## src/logic/spl_pkg.sv

```systemverilog
package spl_pkg;

   // Serial command decode
   localparam logic [7:0]  OPC_READ_PROT    = 8'h3C;
   localparam int          OPC_BITS         = 8;
   localparam int          ADDR_BITS        = 24;
   localparam logic [4:0]  OPC_LAST_BIT     = 5'h07;
   localparam logic [4:0]  ADDR_LAST_BIT    = 5'h17;

   // Sector geometry: 128 sectors selected by address bits 22..16
   localparam int          SECTOR_BITS      = 7;
   localparam int          NUM_SECTORS      = 128;
   localparam int          SECTOR_LSB       = 16;

   // First status byte layout
   localparam int          LOCK_BIT         = 7;
   localparam int          GLOBAL_MSB       = 5;
   localparam int          GLOBAL_LSB       = 2;
   localparam logic [3:0]  GLOBAL_PROTECT   = 4'hF;
   localparam logic [3:0]  GLOBAL_UNPROTECT = 4'h0;

   // Reset values
   localparam logic        LOCK_RESET       = 1'b0;
   localparam logic        PROT_RESET       = 1'b1;

   // Software protection summary encoding
   localparam logic [1:0]  SUMMARY_NONE     = 2'h0;
   localparam logic [1:0]  SUMMARY_SOME     = 2'h1;
   localparam logic [1:0]  SUMMARY_ALL      = 2'h3;

   typedef enum logic [2:0] {
      SPL_IDLE   = 3'b000,
      SPL_OPCODE = 3'b001,
      SPL_ADDR   = 3'b011,
      SPL_OUTPUT = 3'b010,
      SPL_SKIP   = 3'b110
   } spl_state_t;

   typedef struct packed {
      logic                   valid;
      logic                   protect;
      logic [SECTOR_BITS-1:0] sector;
   } spl_sec_cmd_t;

   typedef struct packed {
      logic       valid;
      logic [7:0] data;
   } spl_stat_wr_t;

endpackage

```

## src/logic/spl_prot_mem.sv

```systemverilog
`timescale 1ns/1ps
module spl_prot_mem (
   // Clock and reset
   input  wire logic                            clock,
   input  wire logic                            rstn,
   // Single bit write
   input  wire logic                            wr_en,
   input  wire logic [spl_pkg::SECTOR_BITS-1:0] wr_addr,
   input  wire logic                            wr_data,
   // Whole array fill
   input  wire logic                            fill_en,
   input  wire logic                            fill_val,
   // Registered read and summary
   input  wire logic [spl_pkg::SECTOR_BITS-1:0] rd_addr,
   output logic                                 rd_data,
   output logic                                 all_set,
   output logic                                 any_set
);

   logic [spl_pkg::NUM_SECTORS-1:0] prot_reg;

   // Every sector powers up protected
   always_ff @(posedge clock or negedge rstn) begin
      if (!rstn) begin
         prot_reg <= {spl_pkg::NUM_SECTORS{spl_pkg::PROT_RESET}};
      end else if (fill_en) begin
         prot_reg <= {spl_pkg::NUM_SECTORS{fill_val}};
      end else if (wr_en) begin
         prot_reg[wr_addr] <= wr_data;
      end
   end

   always_ff @(posedge clock or negedge rstn) begin
      if (!rstn) begin
         rd_data <= spl_pkg::PROT_RESET;
         all_set <= 1'b1;
         any_set <= 1'b1;
      end else begin
         rd_data <= prot_reg[rd_addr];
         all_set <= &prot_reg;
         any_set <= |prot_reg;
      end
   end

endmodule

```

## src/logic/spl_lock_read.sv

```systemverilog
// Function
// - Opcode 3Ch starts protection read.
// - Three address bytes follow the opcode.
// - Output bit every clock after address.
// - Repeat 00h unprotected, FFh protected.
// - Chip select release ends read, floats output.
// - Release allowed at any bit position.
// - Read byte ignores write-protect pin.
// - Summary bits report all, some, none.
// - Pin never changes protection directly.
// - Hardware lock needs pin and lock bit.
// - Hardware lock freezes bits, ignores commands.
// - Clearing lock bit skips global operation.
// - Pin held asserted: lock clears only by power.
// - Power-up: all protected, lock bit clear.
// - Software lock ignores sector commands.
// - Setting lock bit also decodes global operation.
// - Lock bit settable from 0 always.
// - Software lock lets lock bit clear.
// - Lock bit 1 blocks global operations.
// - Lock bit 0 lets commands modify bits.
// - 00h unprotects all, 7Fh protects all.
// - Store bit seven only; decode bits five-two.
`timescale 1ns/1ps
module spl_lock_read (
   // Clock and reset
   input  wire logic                  clock,
   input  wire logic                  rstn,
   // Serial pins
   input  wire logic                  cs_n,
   input  wire logic                  sck,
   input  wire logic                  si,
   output logic                       so,
   output logic                       so_oe_n,
   // Write-protect pin
   input  wire logic                  wp_n,
   // Protection commands from the decoder
   input  wire spl_pkg::spl_sec_cmd_t sec_cmd,
   input  wire spl_pkg::spl_stat_wr_t stat_wr,
   // Status
   output logic                       protection_lock_bit,
   output logic                       hw_locked,
   output logic [1:0]                 software_protect_summary
);

   // Pin synchronisers, two flops each
   logic [1:0]                      cs_sync_reg;
   logic [1:0]                      sck_sync_reg;
   logic [1:0]                      si_sync_reg;
   logic [1:0]                      wp_sync_reg;
   logic                            sck_last_reg;
   logic                            cs_act;
   logic                            sck_rise;
   logic                            sck_fall;
   logic                            wp_asserted;

   spl_pkg::spl_state_t             state_reg;
   logic [4:0]                      bit_cnt_reg;
   logic [spl_pkg::ADDR_BITS-1:0]   shift_reg;
   logic [spl_pkg::ADDR_BITS-1:0]   shift_next;
   logic [spl_pkg::SECTOR_BITS-1:0] sector_reg;

   logic                            lock_reg;
   logic                            mem_rd;
   logic                            mem_all;
   logic                            mem_any;
   logic                            hw_lock;
   logic [3:0]                      global_code;
   logic                            global_en;
   logic                            sector_en;

   function automatic logic [spl_pkg::ADDR_BITS-1:0] shift_in(
      input logic [spl_pkg::ADDR_BITS-1:0] cur,
      input logic                          bit_in
   );
      shift_in = {cur[spl_pkg::ADDR_BITS-2:0], bit_in};
   endfunction

   always_ff @(posedge clock or negedge rstn) begin
      if (!rstn) begin
         cs_sync_reg  <= 2'h3;
         sck_sync_reg <= 2'h0;
         si_sync_reg  <= 2'h0;
         wp_sync_reg  <= 2'h3;
         sck_last_reg <= 1'b0;
      end else begin
         cs_sync_reg  <= {cs_sync_reg[0], cs_n};
         sck_sync_reg <= {sck_sync_reg[0], sck};
         si_sync_reg  <= {si_sync_reg[0], si};
         wp_sync_reg  <= {wp_sync_reg[0], wp_n};
         sck_last_reg <= sck_sync_reg[1];
      end
   end

   // Edges are only trusted while chip select is held
   assign cs_act      = ~cs_sync_reg[1];
   assign sck_rise    = cs_act & sck_sync_reg[1] & ~sck_last_reg;
   assign sck_fall    = cs_act & ~sck_sync_reg[1] & sck_last_reg;
   assign wp_asserted = ~wp_sync_reg[1];
   assign shift_next  = shift_in(shift_reg, si_sync_reg[1]);

   // Command and address capture
   always_ff @(posedge clock or negedge rstn) begin
      if (!rstn) begin
         state_reg   <= spl_pkg::SPL_IDLE;
         bit_cnt_reg <= 5'h00;
         shift_reg   <= '0;
         sector_reg  <= '0;
      end else if (!cs_act) begin
         state_reg   <= spl_pkg::SPL_IDLE;
         bit_cnt_reg <= 5'h00;
      end else begin
         unique case (state_reg)
            spl_pkg::SPL_IDLE: begin
               state_reg   <= spl_pkg::SPL_OPCODE;
               bit_cnt_reg <= 5'h00;
            end
            spl_pkg::SPL_OPCODE: begin
               if (sck_rise) begin
                  shift_reg <= shift_next;
                  if (bit_cnt_reg == spl_pkg::OPC_LAST_BIT) begin
                     bit_cnt_reg <= 5'h00;
                     // Other opcodes belong to other blocks
                     if (shift_next[spl_pkg::OPC_BITS-1:0] == spl_pkg::OPC_READ_PROT) begin
                        state_reg <= spl_pkg::SPL_ADDR;
                     end else begin
                        state_reg <= spl_pkg::SPL_SKIP;
                     end
                  end else begin
                     bit_cnt_reg <= bit_cnt_reg + 5'h01;
                  end
               end
            end
            spl_pkg::SPL_ADDR: begin
               if (sck_rise) begin
                  shift_reg <= shift_next;
                  if (bit_cnt_reg == spl_pkg::ADDR_LAST_BIT) begin
                     sector_reg <= shift_next[spl_pkg::SECTOR_LSB +: spl_pkg::SECTOR_BITS];
                     state_reg  <= spl_pkg::SPL_OUTPUT;
                  end else begin
                     bit_cnt_reg <= bit_cnt_reg + 5'h01;
                  end
               end
            end
            spl_pkg::SPL_OUTPUT: begin
               state_reg <= spl_pkg::SPL_OUTPUT;
            end
            spl_pkg::SPL_SKIP: begin
               state_reg <= spl_pkg::SPL_SKIP;
            end
            default: begin
               state_reg <= spl_pkg::SPL_IDLE;
            end
         endcase
      end
   end

   // Output driver: every bit of the byte equals the protection bit
   always_ff @(posedge clock or negedge rstn) begin
      if (!rstn) begin
         so      <= 1'b0;
         so_oe_n <= 1'b1;
      end else if (!cs_act) begin
         so      <= 1'b0;
         so_oe_n <= 1'b1;
      end else if (state_reg == spl_pkg::SPL_OUTPUT && sck_fall) begin
         so      <= mem_rd;
         so_oe_n <= 1'b0;
      end
   end

   // Lock evaluation and protection updates
   assign hw_lock     = wp_asserted & lock_reg;
   assign global_code = stat_wr.data[spl_pkg::GLOBAL_MSB:spl_pkg::GLOBAL_LSB];
   // Global acts only from an unlocked state; clearing the lock never does it
   assign global_en   = stat_wr.valid & ~lock_reg &
                        ((global_code == spl_pkg::GLOBAL_PROTECT) ||
                         (global_code == spl_pkg::GLOBAL_UNPROTECT));
   // A global operation in the same cycle takes precedence over a sector command
   assign sector_en   = sec_cmd.valid & ~lock_reg & ~global_en;

   always_ff @(posedge clock or negedge rstn) begin
      if (!rstn) begin
         lock_reg <= spl_pkg::LOCK_RESET;
      end else if (stat_wr.valid && !hw_lock) begin
         lock_reg <= stat_wr.data[spl_pkg::LOCK_BIT];
      end
   end

   // The pin reaches the array only through the lock decision
   spl_prot_mem u_mem (
      .clock    (clock),
      .rstn     (rstn),
      .wr_en    (sector_en),
      .wr_addr  (sec_cmd.sector),
      .wr_data  (sec_cmd.protect),
      .fill_en  (global_en),
      .fill_val (global_code == spl_pkg::GLOBAL_PROTECT),
      .rd_addr  (sector_reg),
      .rd_data  (mem_rd),
      .all_set  (mem_all),
      .any_set  (mem_any)
   );

   // Status outputs
   always_ff @(posedge clock or negedge rstn) begin
      if (!rstn) begin
         protection_lock_bit      <= spl_pkg::LOCK_RESET;
         hw_locked                <= 1'b0;
         software_protect_summary <= spl_pkg::SUMMARY_ALL;
      end else begin
         protection_lock_bit <= lock_reg;
         hw_locked           <= hw_lock;
         if (mem_all) begin
            software_protect_summary <= spl_pkg::SUMMARY_ALL;
         end else if (mem_any) begin
            software_protect_summary <= spl_pkg::SUMMARY_SOME;
         end else begin
            software_protect_summary <= spl_pkg::SUMMARY_NONE;
         end
      end
   end

endmodule

```

## config.mk

```make
export PLATFORM = sky130hd
export DESIGN_NAME = spl_lock_read
export DESIGN_NICKNAME = d
export VERILOG_FILES = /design/src/logic/spl_pkg.sv /design/src/logic/spl_prot_mem.sv /design/src/logic/spl_lock_read.sv
export SDC_FILE = /design/constraint.sdc
export NUM_CORES = 1
export LEC_CHECK = 0
export ABC_AREA = 1
export BUFFER_PORTS_ARGS = -buffer_cell sky130_fd_sc_hd__buf_4
export CAP_MARGIN = 10
export CORE_MARGIN = 2
export CORE_UTILIZATION = 65
export DETAILED_ROUTE_END_ITERATION = 8
export PLACE_DENSITY = 0.83
export SLEW_MARGIN = 40
export SYNTH_ARGS = -nofsm -noshare
export SYNTH_HDL_FRONTEND = slang
export SYNTH_SLANG_ARGS = --single-unit
```

## constraint.sdc

```tcl
create_clock -name clock -period 3.7 [get_ports clock]
set_input_delay 0.37 -clock clock [delete_from_list [all_inputs] [get_ports clock]]
set_output_delay 0.37 -clock clock [all_outputs]
set_load 0.01 [all_outputs]
```

==> results.sh, run 1 <==
export IMPL_status="completed"
export IMPL_power_density_mw_per_mm2=537
export IMPL_dp_hpwl_um=20200
export IMPL_hold_buffers=1
export IMPL_synth_cells=1470
export IMPL_synthMuxAreaShare=0.0144
export IMPL_met2_usage=0.588
export IMPL_initial_utilization=0.662
export IMPL_die_width_um=133
export IMPL_cp_max_fo=28
export IMPL_die_area_mm2=0.0178
export IMPL_use_met3=0.0723
export IMPL_cp_arrival_ns=2.80
export IMPL_synth_edf_count=0
export IMPL_clkSlewWorstSetupHoldPaths_ns=0.07
export IMPL_finalInstanceArea_mm2=0.0117
export IMPL_clk_path_buf_depth=2
export IMPL_area_growth_pct=7.82
export IMPL_maxSlewViolCount=0
export IMPL_synthSimpleGateAreaFrac=0.340
export IMPL_max_freq_mhz=413
export IMPL_synth_top_area_share=0.333
export IMPL_synth_top_cell_by_area="dfstp_2"
export IMPL_seq_area_frac_synth=0.439
export IMPL_overflow=0
export IMPL_dieHeight_um=133
export IMPL_synth_top_family_by_area="simple AND/OR/NAND/NOR gates"
export IMPL_ctsResizeCount=0
export IMPL_ys_flop_type="dfstp_2"
export IMPL_ys_types=39
export IMPL_cp_start_kind="flop"
export IMPL_rsz0062_at_grt="false"
export IMPL_synth_commonest_cells="nand2_1, nand3_1, dfstp_2, nor2_1, o21ai_0"
export IMPL_num_vias=10900
export IMPL_fin_crit_ns=2.42
export IMPL_first_global_vias=10200
export IMPL_coreArea_mm2=0.0165
export IMPL_place_area_mm2=0.0112
export IMPL_finalNetCount=1465
export IMPL_layout_drive_gt1_share=0.184
export IMPL_seq_area_mm2=0.00478
export IMPL_synth_most_common_cell="nand2_1"
export IMPL_async_reset_ff_frac=1.00
export IMPL_setup_worst_path_end_class="flop"
export IMPL_clock_sinks=184
export IMPL_portBuffers=26
export IMPL_gp_congestion=0.931
export IMPL_whs_ns=0.0351
export IMPL_clk_latency_ns=0.44
export IMPL_multi_input_area_mm2=0.00540
export IMPL_grt_busiest_layer="met2"
export IMPL_syn_num_nets=1495
export IMPL_worst_hold_path_type="input port to flop"
export IMPL_period_share=0.654
export IMPL_dp_cells=1640
export IMPL_ir_drop_mv=0.386
export IMPL_cts_tree="done"
export IMPL_postSynthRegisterBits=184
export IMPL_htree_levels=4
export IMPL_hold_viol=0
export IMPL_grt_use_met1=0.512
export IMPL_routed_via_density=6.54
export IMPL_cts_root_buffer="clkbuf_16"
export IMPL_netlist_area_mm2=0.0109
export IMPL_fin_skew_ns=0.00678
export IMPL_maxCapViolCount=0
export IMPL_synthAdderAreaFrac=0.00115
export IMPL_synthXorXnorAreaFrac=0
export IMPL_drc=0
export IMPL_cp_required_ns=4.08
export IMPL_row_count=47
export IMPL_crit_type="flop to flop"
export IMPL_ant_nets=0
export IMPL_drt_iter0_drc=1609
export IMPL_cts_buffers=17
export IMPL_fillers=1296
export IMPL_ys_warn_count=0
export IMPL_setup_tns_final_ns=0
export IMPL_rrSetupSlack_ns=1.28
export IMPL_synthTopCellsByArea="dfstp_2, nand2_1, dfrtp_1, nand3_1, o21ai_0"
export IMPL_grt_pass1_wl_um=53000
export IMPL_num_antenna_cells=0
export IMPL_grt_max_degree=87
export IMPL_fin_cells=1673
export IMPL_grtUsageTotal=0.378
export IMPL_avgSynthCellArea_um2=7.41
export IMPL_synth_compound_area_frac=0.137
export IMPL_antenna_found_initial=0
export IMPL_slew_headroom=0.443
export IMPL_ioPinCount=30
export IMPL_cts_setup_buffers=0
export IMPL_setup_viol=0
export IMPL_largest_register_ffs=128
export IMPL_wl_per_cell_um=19.4
export IMPL_drt_total_wl_um=32500
export IMPL_leakage_nw=4.70
export IMPL_worst_pin_slew_ns=0.834
export IMPL_p_total_mw=6.30
export IMPL_first_pass_iters=9
[area by class of cell]
cell class              count  share of cell area
repair buffers             47              0.0352
flip-flops and latches    184               0.407
multi-input cells        1108               0.460
clock inverters            14              0.0117
inverters                  82              0.0264
well taps                 220              0.0234
clock buffers              18              0.0365
[worst paths after layout]
check / from / to / depth (start not counted)
worst min register to register: si_sync_reg[0] / si_sync_reg[1] / 0
max in group asynchronous: rstn / u_mem.prot_reg[38] / 3
worst max-delay path: lock_reg / u_mem.prot_reg[46] / 8
worst min-delay path: sck / sck_sync_reg[0] / 1
worst max register to register: lock_reg / u_mem.prot_reg[46] / 8
min in group asynchronous: rstn / protection_lock_bit / 2
[report_power, final]
group | total (mW) | internal (mW) | switching [mW] | leakage [nW]
Combinational | 1.23 | 0.502 | 0.726 | 2.39
Sequential | 3.28 | 2.79 | 0.489 | 2.05
Clock | 1.79 | 0.945 | 0.849 | 0.267
Total | 6.30 | 4.24 | 2.06 | 4.70
[logic make-up after synthesis]
group	Yosys count
buffers and inverters	178
flip-flops	184
multiplexers	14
AND/OR/NAND/NOR	827
AO/OA/AOI/OAI	266
adder cells (fa/ha/maj)	1
[per-layer routing]
layer	vias up	share of wire
met5	-	0
met4	0	0.044
met3	140	0.11
met2	722	0.46
met1	5070	0.39
li1	5004	-
[cells in the final DEF (no fill, tap or decap), types with 15 or more instances in the layout]
cell type  instances
a21oi_1           32
o21ai_0          124
nand4_1           45
nor2_1           127
nand3_1          218
inv_1             69
nor4_1            34
clkbuf_16         17
o31ai_1           15
buf_4             40
dfstp_2          138
a31oi_1           70
dfrtp_1           45
nand2_1          364
[metrics by stage]
step	worst slack (ns)	utilization
after floorplan	2.16	-
after global placement	1.39	0.677
after detailed placement	1.31	0.678
after CTS	1.37	0.713
after global routing	1.21	0.713
final	1.28	0.713
[worst max-delay path, stage by stage (launching register included)]
cell and delay (ns):
dfrtp_1 0.42, inv_2 0.11, nand2_2 0.37, buf_4 0.40
nor2_1 0.54, nand2_1 0.20, o21ai_0 0.18, nand2_1 0.06
nand2_1 0.08
No activity file was read; power rests on OpenSTA's default activity.
==> run 2, diff against run 1 <==
Settings changed: CORE_UTILIZATION 65 to 57, PLACE_DENSITY 0.83 to 0.77.
Clock period 3.7 ns to 2.2 ns, I/O delays scaled along.
==> run 2 against run 1 <==
First-iteration DRC count is 22% lower. Largest power group unchanged. Register-to-register slack worse by 0.96 ns. Critical path type unchanged. Hold slack worse by 0.020 ns. Count of clock-buffer cells in the layout unchanged. Clock power is 76% higher. Global-route usage down 3.9 points. Cell count increased by 2.8%. Total power up 71%. Clock skew rose by 0.0019 ns. Sequential share of layout area down 1.3 points. Utilization down 6.5 points.
==> results.sh, run 2 (synthesis results as in run 1) <==
export IMPL_portBuffers=26
export IMPL_setup_slack_ns=0.320
export IMPL_preCtsSetupSlack_ns=0.302
export IMPL_grtUsageTotal=0.339
export IMPL_rrSetupSlack_ns=0.32
export IMPL_ant_nets=0
export IMPL_p_total_mw=10.8
export IMPL_cts_buffers=17
export IMPL_clock_sinks=184
export IMPL_layout_drive_gt1_share=0.197
export IMPL_fin_cells=1720
export IMPL_cpMaxStageDelayCell="dfrtp_1"
export IMPL_max_stage_delay_ns=0.40
export IMPL_die_area_mm2=0.0202
export IMPL_dieHeight_um=142
export IMPL_setup_viol=0
export IMPL_max_freq_mhz=532
export IMPL_worst_pin_slew_ns=0.693
export IMPL_setup_worst_path_end_class="flop"
export IMPL_grt_max_degree=120
export IMPL_clkSlewWorstSetupHoldPaths_ns=0.07
export IMPL_first_pass_iters=6
export IMPL_layout_commonest_cell="nand2_1"
export IMPL_maxCapViolCount=0
export IMPL_hold_viol=0
export IMPL_status="completed"
export IMPL_grt_pass1_wl_um=53400
export IMPL_drt_total_wl_um=33500
export IMPL_num_antenna_cells=0
export IMPL_wl_per_cell_um=19.5
export IMPL_drc=0
export IMPL_fin_skew_ns=0.00868
export IMPL_ir_drop_mv=0.556
export IMPL_first_global_vias=10000
export IMPL_initial_utilization=0.582
export IMPL_row_count=50
export IMPL_setup_tns_final_ns=0
export IMPL_cts_tree="done"
export IMPL_cp_required_ns=2.57
export IMPL_ctsResizeCount=0
export IMPL_overflow=0
export IMPL_cp_arrival_ns=2.25
export IMPL_path_cells="inv_2 -> nand2_2 -> inv_1 -> nand2_1 -> o21ai_0 -> nor2_1 -> a21oi_1"
export IMPL_coreArea_mm2=0.0187
export IMPL_antenna_found_initial=0
export IMPL_whs_ns=0.0154
export IMPL_htree_levels=4
export IMPL_routed_via_density=6.33
export IMPL_cts_root_buffer="clkbuf_16"
export IMPL_fillers=1598
export IMPL_worst_hold_path_type="input port to flop"
export IMPL_ioPinCount=30
export IMPL_fin_crit_ns=1.88
export IMPL_die_width_um=142
export IMPL_largest_register_ffs=128
export IMPL_dp_hpwl_um=21100
export IMPL_leakage_nw=4.92
export IMPL_rsz0062_at_grt="false"
export IMPL_period_share=0.854
export IMPL_gp_congestion=0.954
export IMPL_clk_latency_ns=0.44
export IMPL_area_growth_pct=11.2
export IMPL_dp_cells=1683
export IMPL_power_density_mw_per_mm2=890
export IMPL_crit_type="flop to flop"
export IMPL_drt_iter0_drc=1257
export IMPL_finalNetCount=1498
export IMPL_final_cell_mix="nand2_1, nand3_1, dfstp_2"
export IMPL_num_vias=10900
export IMPL_cp_max_fo=11
export IMPL_maxSlewViolCount=0
export IMPL_clk_path_buf_depth=2
export IMPL_slew_headroom=0.534
export IMPL_cp_start_kind="flop"
run 2: power by group:
group	internal, mW	switching, mW	total, mW	leakage, nW
Combinational	0.881	1.23	2.11	2.58
Clock	1.64	1.50	3.15	0.286
Sequential	4.70	0.818	5.52	2.05
Total	7.22	3.56	10.8	4.92
run 2: path summary, 6_finish.rpt:
| path | start | endpoint | depth (start not counted) |
|---|---|---|---|
| min in group asynchronous | rstn | bit_cnt_reg[0] | 2 |
| worst min register to register | sck_sync_reg[0] | sck_sync_reg[1] | 0 |
| worst max-delay path | lock_reg | u_mem.prot_reg[10] | 7 |
| max in group asynchronous | rstn | u_mem.rd_data | 3 |
| worst max register to register | lock_reg | u_mem.prot_reg[10] | 7 |
| worst min-delay path | stat_wr[7] | lock_reg | 2 |
run 2: per-stage QoR:
stage | instance area [µm²] | util
6_report | 12100 | 0.648
5_1_grt | 12100 | 0.648
4_1_cts | 12100 | 0.648
3_5_place_dp | 11500 | 0.614
3_3_place_gp | 11500 | 0.614
2_1_floorplan | 10900 | -
run 2: repair_timing:
item	in CTS	in global routing
setup endpoints to repair	0	0
endpoints found under the hold margin	40	0
setup buffers	0	0
hold buffers	5	0
run 2: metal layers:
| layer | GRT usage | up-vias | wire [µm] |
|---|---|---|---|
| li1 | - | 5053 | - |
| met1 | 0.464 | 5175 | 13800 |
| met2 | 0.529 | 555 | 15300 |
| met3 | 0.0723 | 99 | 3340 |
| met4 | 0.130 | 0 | 1110 |
| met5 | 0 | - | 0 |
run 2: area by class of cell:
type	instances	area [µm²]	area share
Inverter	82	308	0.0254
Clock buffer	18	439	0.0362
Timing Repair Buffer	80	754	0.0623
Tap cell	234	293	0.0242
Clock inverter	14	151	0.0125
Multi-Input combinational cell	1108	5390	0.445
Sequential cell	184	4780	0.394
run 2: critical path, delay by kind of cell, from the launching register on:
kind / cells / cell delay [ns]
compound gates: 2 / 0.53
flops: 1 / 0.40
buf+inv: 2 / 0.42
simple gates: 3 / 0.46
